===== config.mk =====
export PLATFORM = sky130hd
export DESIGN_NAME = sensor_status_event_flags
export DESIGN_NICKNAME = d
export VERILOG_FILES = /design/src/verilog/sensor_status_event_flags.v
export VERILOG_INCLUDE_DIRS = /design/src /design/src/verilog
export SDC_FILE = /design/constraint.sdc
export NUM_CORES = 1
export LEC_CHECK = 0
export ABC_AREA = 1
export BUFFER_PORTS_ARGS = -buffer_cell sky130_fd_sc_hd__buf_2
export CAP_MARGIN = 20
export CORE_MARGIN = 2
export CORE_UTILIZATION = 50
export CTS_BUF_LIST = sky130_fd_sc_hd__clkbuf_2
export CTS_CLUSTER_DIAMETER = 200
export CTS_CLUSTER_SIZE = 24
export DETAILED_ROUTE_END_ITERATION = 7
export HOLD_SLACK_MARGIN = 0.06
export PLACE_DENSITY = 0.84
export SYNTH_ARGS = -nofsm -noshare
export SYNTH_HDL_FRONTEND = slang
export SYNTH_SLANG_ARGS = --single-unit
export TNS_END_PERCENT = 30

===== constraint.sdc =====
create_clock -name clk_sys -period 2.1 [get_ports clk_sys]
set_input_delay 0.42 -clock clk_sys [delete_from_list [all_inputs] [get_ports clk_sys]]
set_output_delay 0.42 -clock clk_sys [all_outputs]
set_load 0.02 [all_outputs]

===== src/verilog/status_flags_map.vh =====
// register offsets, field positions and answer codes of the status and event-flag words
// assumes word-level access from the device's serial port engine, 8-bit word addresses
// Function
// [RULE1] status word bits 5:2 give power mode: 0,1,2,4,8.
// [RULE2] status bit 1 flags reset occurred, bit 0 flags tuning run active.
// [RULE3] events word bit 4 hall, bit 3 proximity, bit 2 touch event.
// [RULE4] events bit 1 tuning event, bit 0 power mode change; bits 15:5 zero.
// [RULE5] hall flags bit 5 follows the fast angle filter being active.
// [RULE6] hall flags bit 3 is high while in high-accuracy power mode.
// [RULE7] hall flags bit 2 shows stationary, cleared on freewheel interval change.
// [RULE8] hall flags bit 1 gives sampled direction, one means forward.
// [RULE9] hall flags bit 0 set when an angle interval change happened.
// [RULE10] touch state bit 10 high while the channel is debouncing.
// [RULE11] touch state bit 9 gives delta sign, one means positive.
// [RULE12] touch state bit 8 high once dormancy timeout put channel dormant.
// [RULE13] touch state bit 1 touch active, bit 0 proximity active.
// [RULE14] freewheel flags bit 3 set when a touch exit event happened.
// [RULE15] freewheel flags bit 2 set when a touch enter event happened.
// [RULE16] reading events word clears pending events; until then ready every cycle.
// [RULE17] reset-occurred flag holds until host acknowledges reset, then clears.
// [RULE18] freewheel bit 1 stationary, bit 0 freewheeling; no interval-change clear.
// [RULE19] all words sixteen bits, read-only; host writes change nothing.
`ifndef STATUS_FLAGS_MAP_VH
`define STATUS_FLAGS_MAP_VH

// word addresses
`define ADDR_PRODUCT_NUMBER 8'h00
`define ADDR_MAJOR_VERSION 8'h01
`define ADDR_MINOR_VERSION 8'h02
`define ADDR_SYSTEM_STATUS 8'h10
`define ADDR_GLOBAL_EVENTS 8'h11
`define ADDR_ANGLE_UI_FLAGS 8'h12
`define ADDR_TOUCH_STATES 8'h13
`define ADDR_WHEEL_INERTIA 8'h14

// answer for an address that holds no word
`define INVALID_WORD 16'h00ee

// power mode codes
`define PMODE_HIGH_ACC 4'h0
`define PMODE_NORMAL 4'h1
`define PMODE_LOW 4'h2
`define PMODE_ULTRA_LOW 4'h4
`define PMODE_HALT 4'h8

// system status fields
`define SYS_PMODE_LSB 2
`define SYS_RESET_BIT 1
`define SYS_TUNING_BIT 0

// global event bits
`define EVT_HALL_BIT 4
`define EVT_PROX_BIT 3
`define EVT_TOUCH_BIT 2
`define EVT_TUNING_BIT 1
`define EVT_POWER_BIT 0

// angle user interface flags
`define HUI_FAST_FILTER_BIT 5
`define HUI_HIGH_ACC_BIT 3
`define HUI_STATIONARY_BIT 2
`define HUI_DIRECTION_BIT 1
`define HUI_INTERVAL_BIT 0

// touch channel state bits
`define TCH_DEBOUNCE_BIT 10
`define TCH_DELTA_SIGN_BIT 9
`define TCH_DORMANT_BIT 8
`define TCH_TOUCH_BIT 1
`define TCH_PROX_BIT 0

// wheel inertia flags
`define FW_TOUCH_EXIT_BIT 3
`define FW_TOUCH_ENTER_BIT 2
`define FW_STATIONARY_BIT 1
`define FW_ACTIVE_BIT 0

`endif


===== src/verilog/sensor_status_event_flags.v =====
// read-only status, event and identification words of the angle sensor
// assumes the serial port engine and sensing core run on clk_sys; no synchronisers needed
`include "status_flags_map.vh"

module sensor_status_event_flags #(
    parameter [15:0] PRODUCT_ID = 16'h0a5a, // arbitrary value
    parameter [15:0] MAJOR_REV = 16'h0002, // arbitrary value
    parameter [15:0] MINOR_REV = 16'h0003 // arbitrary value
) (
    input wire clk_sys, // core clock
    input wire sys_rst, // power-on or soft reset, active high
    input wire [7:0] reg_addr, // word address from the port engine
    input wire reg_rd, // one-cycle read strobe
    input wire reg_wr, // one-cycle write strobe, ignored here
    input wire [15:0] reg_wdata, // write data, ignored here
    output reg [15:0] reg_rdata_q, // read data, valid with reg_rvalid_q
    output reg reg_rvalid_q, // one-cycle read answer
    input wire [3:0] power_mode, // current power mode code
    input wire auto_tuning_run, // tuning run in progress
    input wire ack_reset, // one-cycle acknowledge-reset command
    input wire hall_evt, // hall event pulse
    input wire prox_evt, // proximity event pulse
    input wire touch_evt, // touch event pulse
    input wire tuning_evt, // tuning event pulse
    input wire power_evt, // power mode change pulse
    input wire fast_filter, // fast angle filter active
    input wire wheel_still, // wheel detected stationary
    input wire fw_interval_chg, // freewheeling interval change pulse
    input wire fwd_dir, // sampled direction, 1 forward
    input wire interval_chg, // angle interval change pulse
    input wire tch_debounce, // touch channel debouncing
    input wire tch_delta_pos, // touch delta is positive
    input wire tch_dormant, // touch channel dormant
    input wire tch_active, // touch active
    input wire prox_active, // proximity active
    input wire touch_exit_evt, // touch exit pulse
    input wire touch_enter_evt, // touch enter pulse
    input wire fw_active, // freewheeling active
    input wire cycle_end, // one-cycle pulse at end of each sensing cycle
    input wire event_mode, // 1 event mode, 0 streaming
    output reg comm_window_q // one-cycle request to open a communication window
);

    reg [4:0] events_q;
    reg [4:0] events_d;
    reg reset_seen_q;
    reg interval_q;
    reg still_q;
    reg still_prev_q;
    reg touch_exit_q;
    reg touch_enter_q;
    reg [15:0] sys_word;
    reg [15:0] evt_word;
    reg [15:0] hui_word;
    reg [15:0] tch_word;
    reg [15:0] fw_word;
    reg [15:0] rd_word;
    wire [4:0] evt_in;
    wire rd_events;
    wire rd_hall;
    wire rd_fw;

    // read strobes that clear sticky flags
    assign rd_events = reg_rd && (reg_addr == `ADDR_GLOBAL_EVENTS); // see [RULE16]
    assign rd_hall = reg_rd && (reg_addr == `ADDR_ANGLE_UI_FLAGS);
    assign rd_fw = reg_rd && (reg_addr == `ADDR_WHEEL_INERTIA);
    assign evt_in = {hall_evt, prox_evt, touch_evt, tuning_evt, power_evt};

    // a new event in the clearing read's cycle survives, so nothing is lost
    always @* begin
        events_d = rd_events ? evt_in : (events_q | evt_in); // see [RULE3] see [RULE4]
    end

    // sticky flags; set wins over the read clear
    always @(posedge clk_sys or posedge sys_rst) begin
        if (sys_rst) begin
            events_q <= 5'h00;
            reset_seen_q <= 1'b1;
            interval_q <= 1'b0;
            touch_exit_q <= 1'b0;
            touch_enter_q <= 1'b0;
        end else begin
            events_q <= events_d;
            if (ack_reset)
                reset_seen_q <= 1'b0; // see [RULE17]
            interval_q <= interval_chg | (interval_q & ~rd_hall); // see [RULE9]
            touch_exit_q <= touch_exit_evt | (touch_exit_q & ~rd_fw); // see [RULE14]
            touch_enter_q <= touch_enter_evt | (touch_enter_q & ~rd_fw); // see [RULE15]
        end
    end

    // hall stationary: set as the wheel comes to rest, dropped on interval change or motion
    always @(posedge clk_sys or posedge sys_rst) begin
        if (sys_rst) begin
            still_q <= 1'b0;
            still_prev_q <= 1'b0;
        end else begin
            still_prev_q <= wheel_still;
            if (fw_interval_chg || !wheel_still)
                still_q <= 1'b0; // see [RULE7]
            else if (!still_prev_q)
                still_q <= 1'b1;
        end
    end

    // assemble the words; reserved bits read zero
    always @* begin
        sys_word = 16'h0000;
        sys_word[`SYS_PMODE_LSB+3:`SYS_PMODE_LSB] = power_mode; // see [RULE1]
        sys_word[`SYS_RESET_BIT] = reset_seen_q; // see [RULE2]
        sys_word[`SYS_TUNING_BIT] = auto_tuning_run; // see [RULE2]
        evt_word = {11'h000, events_q}; // see [RULE4]
        hui_word = 16'h0000;
        hui_word[`HUI_FAST_FILTER_BIT] = fast_filter; // see [RULE5]
        hui_word[`HUI_HIGH_ACC_BIT] = (power_mode == `PMODE_HIGH_ACC); // see [RULE6]
        hui_word[`HUI_STATIONARY_BIT] = still_q; // see [RULE7]
        hui_word[`HUI_DIRECTION_BIT] = fwd_dir; // see [RULE8]
        hui_word[`HUI_INTERVAL_BIT] = interval_q; // see [RULE9]
        tch_word = 16'h0000;
        tch_word[`TCH_DEBOUNCE_BIT] = tch_debounce; // see [RULE10]
        tch_word[`TCH_DELTA_SIGN_BIT] = tch_delta_pos; // see [RULE11]
        tch_word[`TCH_DORMANT_BIT] = tch_dormant; // see [RULE12]
        tch_word[`TCH_TOUCH_BIT] = tch_active; // see [RULE13]
        tch_word[`TCH_PROX_BIT] = prox_active; // see [RULE13]
        fw_word = 16'h0000;
        fw_word[`FW_TOUCH_EXIT_BIT] = touch_exit_q; // see [RULE14]
        fw_word[`FW_TOUCH_ENTER_BIT] = touch_enter_q; // see [RULE15]
        fw_word[`FW_STATIONARY_BIT] = wheel_still; // see [RULE18]
        fw_word[`FW_ACTIVE_BIT] = fw_active; // see [RULE18]
    end

    // address decode; unknown addresses answer the invalid code
    always @* begin
        case (reg_addr)
            `ADDR_PRODUCT_NUMBER: rd_word = PRODUCT_ID;
            `ADDR_MAJOR_VERSION: rd_word = MAJOR_REV;
            `ADDR_MINOR_VERSION: rd_word = MINOR_REV;
            `ADDR_SYSTEM_STATUS: rd_word = sys_word;
            `ADDR_GLOBAL_EVENTS: rd_word = evt_word;
            `ADDR_ANGLE_UI_FLAGS: rd_word = hui_word;
            `ADDR_TOUCH_STATES: rd_word = tch_word;
            `ADDR_WHEEL_INERTIA: rd_word = fw_word;
            default: rd_word = `INVALID_WORD;
        endcase
    end

    // read answer one cycle after the strobe; writes are accepted and dropped
    always @(posedge clk_sys or posedge sys_rst) begin
        if (sys_rst) begin
            reg_rdata_q <= 16'h0000;
            reg_rvalid_q <= 1'b0;
        end else begin
            reg_rvalid_q <= reg_rd; // see [RULE19]
            if (reg_rd)
                reg_rdata_q <= rd_word;
        end
    end

    // window request: streaming always, event mode only while something is unserviced
    always @(posedge clk_sys or posedge sys_rst) begin
        if (sys_rst)
            comm_window_q <= 1'b0;
        else
            comm_window_q <= cycle_end &&
                (!event_mode || (events_q != 5'h00) || reset_seen_q); // see [RULE16] see [RULE17]
    end

endmodule


Yosys cells after proc, flatten, opt, wreduce, memory -nomap -nowiden
Index checks and enable logic that the tools add are counted.
{"block": "word_totals", "output_inout_bits": 18, "wordCells": 43, "register_bits": 29}
{"block": "classes", "eq_ne": 8, "n_reduce_logical": 12, "n_mux": 4, "bitwise": 9}
{"cell": "$pmux W12 S8", "count": 1}
{"cell": "$eq A8 B5 Y1 const B", "count": 5}
{"cell": "$eq A8 B1 Y1 const B", "count": 1}
{"cell": "$eq A8 B2 Y1 const B", "count": 1}
{"cell": "$logic_not A8 Y1", "count": 1}
{"cell": "$mux W5", "count": 1}
{"cell": "$or A5 B5 Y5", "count": 1}
{"cell": "$reduce_bool A5 Y1", "count": 1}
{"cell": "$logic_and A1 B1 Y1", "count": 4}
{"cell": "$logic_not A4 Y1", "count": 1}
{"cell": "$and A1 B1 Y1", "count": 3}
{"cell": "$logic_or A1 B1 Y1", "count": 3}
{"cell": "$or A1 B1 Y1", "count": 3}
{"cell": "$logic_not A1 Y1", "count": 2}
{"cell": "$mux W1", "count": 2}
{"cell": "$ne A2 B1 Y1 const B", "count": 1}
{"cell": "$not A1 Y1", "count": 2}

Longest topological paths before layout
Gate-level depths: netlist (run 1).
{"block": "logic_depth", "depth_word": 5, "depth_mapped": 11, "ltp_nobuf": 11}

Worst setup path after synthesis (run 1)
OpenSTA, ideal clock, no wires.
{"block": "synth_timing", "path_type": "input -> register", "from": "in reg_addr[6]", "to": "reg reg_rdata_q[5]", "arrival_ns": 1.190, "path_slack_ns": 0.793, "path_buffers": 0, "stages": 10, "cell_sequence": "inv_1 -> nand2_2 -> nor2_8 -> inv_2 -> nand2_1 -> nand2_1 -> nand2_2 -> nand2_2 -> nor2_1 -> nor2_1"}
{"block": "synth_between", "elab_chain_len": 2}
{"item": "start, declared", "line_no": "sensor_status_event_flags.v:12", "source": "input wire [7:0] reg_addr,"}
{"item": "$eq A8 B5 Y1 (tied with other cells)", "line_no": "sensor_status_event_flags.v:134", "source": "case (reg_addr)"}
{"item": "$pmux W12 S8 *", "line_no": "sensor_status_event_flags.v:134"}
{"item": "end signal, assigned", "line_no": "sensor_status_event_flags.v:155", "source": "reg_rdata_q <= rd_word;"}
{"item": "end, declared", "line_no": "sensor_status_event_flags.v:16", "source": "output reg [15:0] reg_rdata_q,"}
Every way passes the cells marked *; elsewhere a longest branch is shown, timed or not.
A chain may end at the register's enable or synchronous reset.

Worst setup path after layout (run 1)
{"block": "layout_timing", "from": "reg reg_rdata_q[4]", "to": "out reg_rdata_q[4]"}
No word-level cell between the ends.

==> key figures, run 1 <==
STA
  – Max Slew Vio Count: 0
  – Setup WS post-layout: around 0.72 ns
  – # setup viols final: 0
  – Number of hold violations in the final report: 0
  – FMAX: 723.0 MHz
  – Min cycle time layout: 1.383 ns
  – RSZ-0062 raised after global routing: false
  – TNS Setup: 0 ns
  – Worst Skew: just over 0.02 ns
  – Period utilisation layout: 65.86%

Layout
  – Net count, final: 290
  – Layout cell share with drive strength beyond 1: 34.89%
  – Area delta synth->final: 20.32%
  – N_diodes: 0

Place
  – GP Congestion: 0.8374
  – IO buf count: 50
  – Post-DP HPWL: 2313 µm
  – Pre-CTS setup slack: around 0.41 ns

Synthesis
  – Register area share after synthesis: 44.06%
  – Post-Syn Instances: 183
  – Avg Cell Area, Syn: approximately 7.8 µm²
  – Post-Syn Area: 0.001423 mm²
  – Netlist cell types: 25
  – Ys Warns: 0
  – Synth Register Bits: 25

Floorplan
  – Chip height: between 50 and 60 µm
  – Core area: 0.002734 mm²
  – I/O pins: 72
  – Die area: 0.003288 mm²
  – Starting density of the core: 52.04%
  – Die X: 57.34 µm
  – Row cnt: 19

Power and ir drop
  – Clock network power share: a little under a quarter
  – Sw frac: around 28%
  – Peak VDD IR: slightly above 0.4 mV
  – LEAKAGE: 1.014 nW
  – P_sw: 0.2324 mW
  – Combinational fraction of design power: 15.9%
  – Reg power frac: 60.6%
  – Int Pwr: just under 0.6 mW
  – Power per cell area: 477.5 mW/mm²

CTS
  – Clock Latency Late Sink: around 0.36 ns
  – H-tree Lvls: 1
  – Post-CTS Setup Inserts: 0
  – CTS Root Cell: clkbuf_2
  – Post-CTS Hold Buffers: 1
  – Clk sinks: 25
  – Clk buf depth: 2
  – Clock Pin Slew Worst Setup and Hold Paths: 0.25 ns
  – Num CTS Buffers: 3
  – Post-cts repair resize count: 0
  – CTS tree: yes

Drt
  – Remaining antenna violation count: 0
  – Pre-Repair DR Iteration Count: 4
  – Drt via density: 4.831
  – WL/cell: roughly 11 µm
  – Violation count after the first detailed-route iteration: 28
  – WL final: 2809 µm
  – Drt drc: 0
  – Via count: 1285

GRT
  – Vias in the first global route: 1243
  – Gr usage total: 19.38%
  – Pin count of the biggest net entering global routing: 26
  – First-pass GRT wire length: 4995 µm
  – Initial antenna violation count: 0
  – Grt ovf: 0

Setup path
  – Slowest cell on crit path: dfrtp_1
  – CP delay by family, top: flip-flops
  – Crit-path max cell delay: 0.44 ns
  – WP data arrival: 0.96 ns
  – Buf+Inv Stages, Crit Path: 1
  – CP Max Fanout: 2
  – FF-to-FF setup slack: 1.10 ns
  – CP Capture Type: output pin
  – Critical path cell sequence: buf_2
  – Startpoint types: register
  – CP required: about 1.7 ns
  – CP Class: reg -> out

Hold path
  – Worst hold path type: in -> reg

Flow run
  – Max-cap violations: 0

Run status
  – Status: finished clean
==> kinds of logic after synthesis <==
family,synth area share (%)
other,0.2636
buffers and inverters,11.26
AOI/OAI and AO/OA,8.707
and+or+nand+nor,35.71
DFF,44.06
==> registers in the layout, indices dropped and copies added (netlist names) <==
name / count
still_q: 1
interval_q: 1
reg_rdata_q: 12
still_prev_q: 1
events_q: 5
touch_exit_q: 1
reg_rvalid_q: 1
touch_enter_q: 1
reset_seen_q: 1
comm_window_q: 1
==> metal layers <==
metal / vias to the layer above / wire, µm / GRT usage (%)
met5: - / 0 / 0
met4: 0 / 23 / 5.980
met3: 4 / 155 / 2.494
met2: 38 / 1466 / 36.04
met1: 578 / 1164 / 22.95
li1: 665 / - / -
==> path summary, 6_finish.rpt <==
kind                                         endpoint                        from  depth (start not counted)
min in group asynchronous     comm_window_q$_DFF_PP0_                     sys_rst                          4
max reg2reg                reg_rdata_q[0]$_DFFE_PP0P_       events_q[0]$_DFF_PP0_                          6
min                          reset_seen_q$_DFFE_PP1P_                   ack_reset                          2
max in group asynchronous    reset_seen_q$_DFFE_PP1P_                     sys_rst                          4
max                                    reg_rdata_q[4]  reg_rdata_q[4]$_DFFE_PP0P_                          1
min reg2reg                  reset_seen_q$_DFFE_PP1P_    reset_seen_q$_DFFE_PP1P_                          2
==> power by group through the flow <==
stage	clock network (mW)	registers, mW	logic [mW]
after detailed placement	0	0.504	0.130
after CTS	0.198	0.496	0.132
after floorplan	0	0.513	0.0716
after global placement	0	0.504	0.128
after global routing	0.221	0.497	0.147
final	0.191	0.496	0.130
==> per-stage QoR <==
step,power [mW],hold slack (ns),area (µm²),cells,utilization [%]
4_1_cts,0.8263,0.1433,1712,266,62.61
3_3_place_gp,0.6318,0.4588,1679,261,61.42
5_1_grt,0.8658,0.1253,1712,266,62.61
2_1_floorplan,0.5850,0.4402,1434,186,-
6_report,0.8174,0.1568,1712,266,62.61
3_5_place_dp,0.6341,0.4634,1679,261,61.42
==> cell usage in the layout, fill, tap and decap left out <==
| cell type | instances |
|---|---|
| buf_2 | 50 |
| nand2_1 | 39 |
| dfrtp_1 | 24 |
| inv_1 | 23 |
| nand3_1 | 22 |
| nor2_1 | 19 |
| nand2_2 | 11 |
| o21bai_1 | 8 |
| inv_2 | 6 |
| nor2_2 | 4 |
| o21ai_1 | 4 |
| conb_1 | 4 |
| o21ai_0 | 3 |
| o21a_1 | 3 |
| clkbuf_2 | 3 |
| nand2_4 | 1 |
| nor3_1 | 1 |
| nor2_8 | 1 |
| nor2_4 | 1 |
| nand3b_2 | 1 |
| nor4_4 | 1 |
| nand4_1 | 1 |
| a31oi_1 | 1 |
| clkinvlp_4 | 1 |
| dlygate4sd3_1 | 1 |
| buf_4 | 1 |
| dfstp_2 | 1 |
==> synth_stat cells <==
cell,count,area (µm²)
nand3_1,22,110.1
dfrtp_1,24,600.6
buf_4,4,30.03
nand2_1,39,146.4
nor2_2,4,25.02
o21ai_0,3,15.01
inv_1,23,86.33
nand3b_2,1,11.26
nand2_4,1,11.26
a31oi_1,1,6.260
conb_1,1,3.750
nor2_8,1,20.02
nand2_2,11,68.82
buf_6,1,11.26
nor2_4,1,11.26
o21bai_1,8,60.06
nor3_1,1,5.000
o21ai_1,4,20.02
inv_2,6,22.52
dfstp_2,1,26.28
o21a_1,3,22.52
nor4_4,1,21.27
buf_2,2,10.01
nand4_1,1,6.260
nor2_1,19,71.32
==> cell type report <==
cell class / count / area [µm²]
fill: 266 / 1022
multi-input combinational: 125 / 646.9
sequential: 25 / 626.9
timing repair buffer: 52 / 267.8
inverter: 29 / 108.9
tap: 31 / 38.79
clock buffer: 3 / 15.01
clock inverter: 1 / 7.507
No activity file was read; power rests on OpenSTA's default activity.
==> run 2, diff against run 1 <==
- ABC_AREA: 1 -> 0
- CORE_UTILIZATION: 50 -> 41
- PLACE_DENSITY: 0.84 -> 0.74
- clock period: 2.1 -> 1.2 ns (I/O delays scaled with it)
==> key figures, run 2 <==
GRT
  – First-pass GRT wire length: 5954 µm (+19%)
  – Gr usage total: 21.50% (+2.1 points)
  – Pin count of the biggest net entering global routing: 26 (unchanged)
  – Initial antenna violation count: 0 (unchanged)
  – Vias in the first global route: 1369 (+10%)
  – Grt ovf: 0 (unchanged)

Place
  – IO buf count: 50 (unchanged)
  – Pre-CTS setup slack: -0.3385 ns (-0.7448 ns)
  – Placed insts: 249 (-4.6%)
  – GP Congestion: 0.9271 (+11%)
  – Post-DP HPWL: 2727 µm (+18%)

Floorplan
  – Core area: 0.003078 mm² (+13%)
  – Row cnt: 20 (+1)
  – Chip height: 61.12 µm (+6.6%)
  – Die area: 0.003735 mm² (+14%)
  – I/O pins: 72 (unchanged)
  – Starting density of the core: 43.46% (-8.6 points)
  – Die X: 61.12 µm (+6.6%)

Synthesis
  – Commonest register cell after synthesis: dfrtp_1
  – Synth area leaders: dfrtp_1, a21o_1, nor2b_1
  – Count leader, synth: dfrtp_1
  – Netlist cell types: 42 (+68%)
  – Async S/R FF share, synth: 100.0% (unchanged)
  – Number of synthesized flops with an enable pin: 0 (unchanged)
  – Synth Register Bits: 25 (unchanged)
  – Post-Syn Instances: 142 (-22%)
  – Avg Cell Area, Syn: 9.419 µm² (+21%)
  – Register area share after synthesis: 46.87% (+2.8 points)
  – Most common library cells after synthesis: dfrtp_1, nand2_1, a21o_1, inv_1, nor2_1
  – Ys Warns: 0 (unchanged)
  – Yosys top cell area share: 44.90% (+2.7 points)
  – Post-synth top area cell: dfrtp_1
  – Post-Syn Area: 0.001338 mm² (-6.0%)

STA
  – Period utilisation layout: 102.6%
  – Max Slew Vio Count: 0 (unchanged)
  – Min cycle time layout: 1.231 ns
  – Setup WS post-layout: -0.03132 ns (-0.7482 ns)
  – # setup viols final: 1 (+1)
  – Worst Skew: 0.01147 ns (-0.008631 ns)
  – Number of hold violations in the final report: 0 (unchanged)
  – FMAX: 812.1 MHz
  – RSZ-0062 raised after global routing: true

Power and ir drop
  – Power per cell area: 782.6 mW/mm² (+64%)
  – Combinational fraction of design power: 21.3% (+5.4 points)
  – LEAKAGE: 0.8613 nW (-15%)
  – Peak VDD IR: 0.4446 mV (+8.8%)
  – Sw frac: 27.97% (-0.47 points)
  – Int Pwr: 1.107 mW (+89%)
  – Clock network power share: 22.6% (-0.8 points)
  – P_sw: 0.4300 mW (+85%)
  – Reg power frac: 56.1% (-4.5 points)

Drt
  – Drt drc: 0 (unchanged)
  – Remaining antenna violation count: 0 (unchanged)
  – Pre-Repair DR Iteration Count: 4 (unchanged)
  – WL/cell: 13.39 µm (+27%)
  – Violation count after the first detailed-route iteration: 43 (+54%)
  – WL final: 3563 µm (+27%)
  – Via count: 1367 (+6.4%)
  – Drt via density: 5.139 (+6.4%)

Layout
  – Layout cell share with drive strength beyond 1: 38.74% (+3.8 points)
  – Commonest non-fill, non-tap cell in the layout: buf_2
  – Most frequent cells in the layout: buf_2, dfrtp_1, buf_4
  – Largest register FFs: 12 (unchanged)
  – Top reg by flops: reg_rdata_q
  – Largest regs: reg_rdata_q x12, events_q x5
  – N_diodes: 0 (unchanged)
  – Fillers: 286 (+7.5%)
  – Register area: 626.9 µm² (unchanged)
  – Non-Filler Instances: 266 (unchanged)
  – Multi-input logic area: 651.9 µm² (+0.77%)
  – Net count, final: 277 (-4.5%)
  – Area delta synth->final: 46.87%

Setup path
  – CP Class: reg -> reg
  – Startpoint types: register
  – CP Capture Type: register
  – CP Max Fanout: 2 (unchanged)
  – WP data arrival: 1.51 ns (+0.55 ns)
  – CP required: 1.48 ns (-0.20 ns)

CTS
  – Num CTS Buffers: 3 (unchanged)
  – Clock Pin Slew Worst Setup and Hold Paths: 0.24 ns (about the same)
  – CTS Root Cell: clkbuf_2
  – CTS tree: yes
  – Clk sinks: 25 (unchanged)
  – Clk buf depth: 2 (unchanged)
  – H-tree Lvls: 1 (unchanged)
  – Clock Latency Late Sink: 0.35 ns (about the same)

Flow run
  – Max-cap violations: 0 (unchanged)

Run status
  – Failing checks: negative setup slack
  – Status: finished with violations

Hold path
  – Worst hold path type: in -> reg
[run 2: timing repair]
item	4_1_cts	5_1_grt
buffers inserted	0	1
endpoints found under the setup margin	6	18
hold endpoints to repair	35	0
gates resized for setup	3	14
hold buffers	12	0
pin swaps	1	2
[run 2: worst paths after layout]
check                                          from                           to  slack [ns]  cells past startpoint
setup reg to reg            touch_enter_q$_DFF_PP0_   reg_rdata_q[2]$_DFFE_PP0P_       -0.03                      3
max in group asynchronous                   sys_rst     reset_seen_q$_DFFE_PP1P_        0.46                      4
hold / removal                         tch_debounce  reg_rdata_q[10]$_DFFE_PP0P_        0.10                      3
setup / recovery            touch_enter_q$_DFF_PP0_   reg_rdata_q[2]$_DFFE_PP0P_       -0.03                      3
hold reg to reg            reset_seen_q$_DFFE_PP1P_     reset_seen_q$_DFFE_PP1P_        0.51                      1
min in group asynchronous                   sys_rst   reg_rdata_q[0]$_DFFE_PP0P_        0.43                      4
[run 2: metrics by stage]
step | utilization (%) | hold WS (ns) | total power [mW] | cell area [µm²] | TNS, ns
floorplan | - | 0.2666 | 1.027 | 1349 | -1.237
global placement | 57.07 | 0.2977 | 1.155 | 1757 | -3.728
detailed placement | 57.07 | 0.3104 | 1.161 | 1757 | -4.208
CTS | 62.15 | 0.07537 | 1.542 | 1913 | -0.05205
global route | 63.82 | 0.07346 | 1.616 | 1964 | -0.5144
finish | 63.82 | 0.1027 | 1.537 | 1964 | -0.03132
[run 2: final cells by class]
type                    instances  share of cell area (%)
well taps                      44                   2.803
inverters                       8                   1.529
repair buffers                 85                   29.55
multi-input cells             100                   33.18
clock buffers                   4                   1.019
flip-flops and latches         25                   31.91
[run 2: layer usage]
metal / vias up / track usage, % / wire, µm / share of wire [%]
met5: - / 0 / 0 / 0
met4: 0 / 7.764 / 62 / 1.7
met3: 9 / 3.361 / 242 / 6.8
met2: 53 / 37.39 / 1744 / 49
met1: 642 / 26.96 / 1512 / 42
li1: 663 / - / - / -
[run 2: logic make-up (layout without fill, tap and decap cells)]
group           Yosys count  count (layout)  synth area share [%]
flops                    25              25                 46.87
other cells               1               4                0.2804
compound gates           40              40                 19.64
buf+inv                  20              97                 6.922
simple gates             51              51                 22.45
mux                       5               5                 3.835
[run 2: power by group through the flow]
stage / logic, mW / clock network (mW) / registers [mW]
final: 0.328 / 0.347 / 0.862
after global routing: 0.361 / 0.390 / 0.865
after CTS: 0.321 / 0.359 / 0.862
after detailed placement: 0.285 / 0 / 0.876
after global placement: 0.280 / 0 / 0.875
after floorplan: 0.141 / 0 / 0.886
[run 2: critical path, stage by stage, from the launching register on]
cell	delay, ns
dfrtp_1	0.44
mux2_4	0.26
and3_4	0.18
o32a_1	0.28
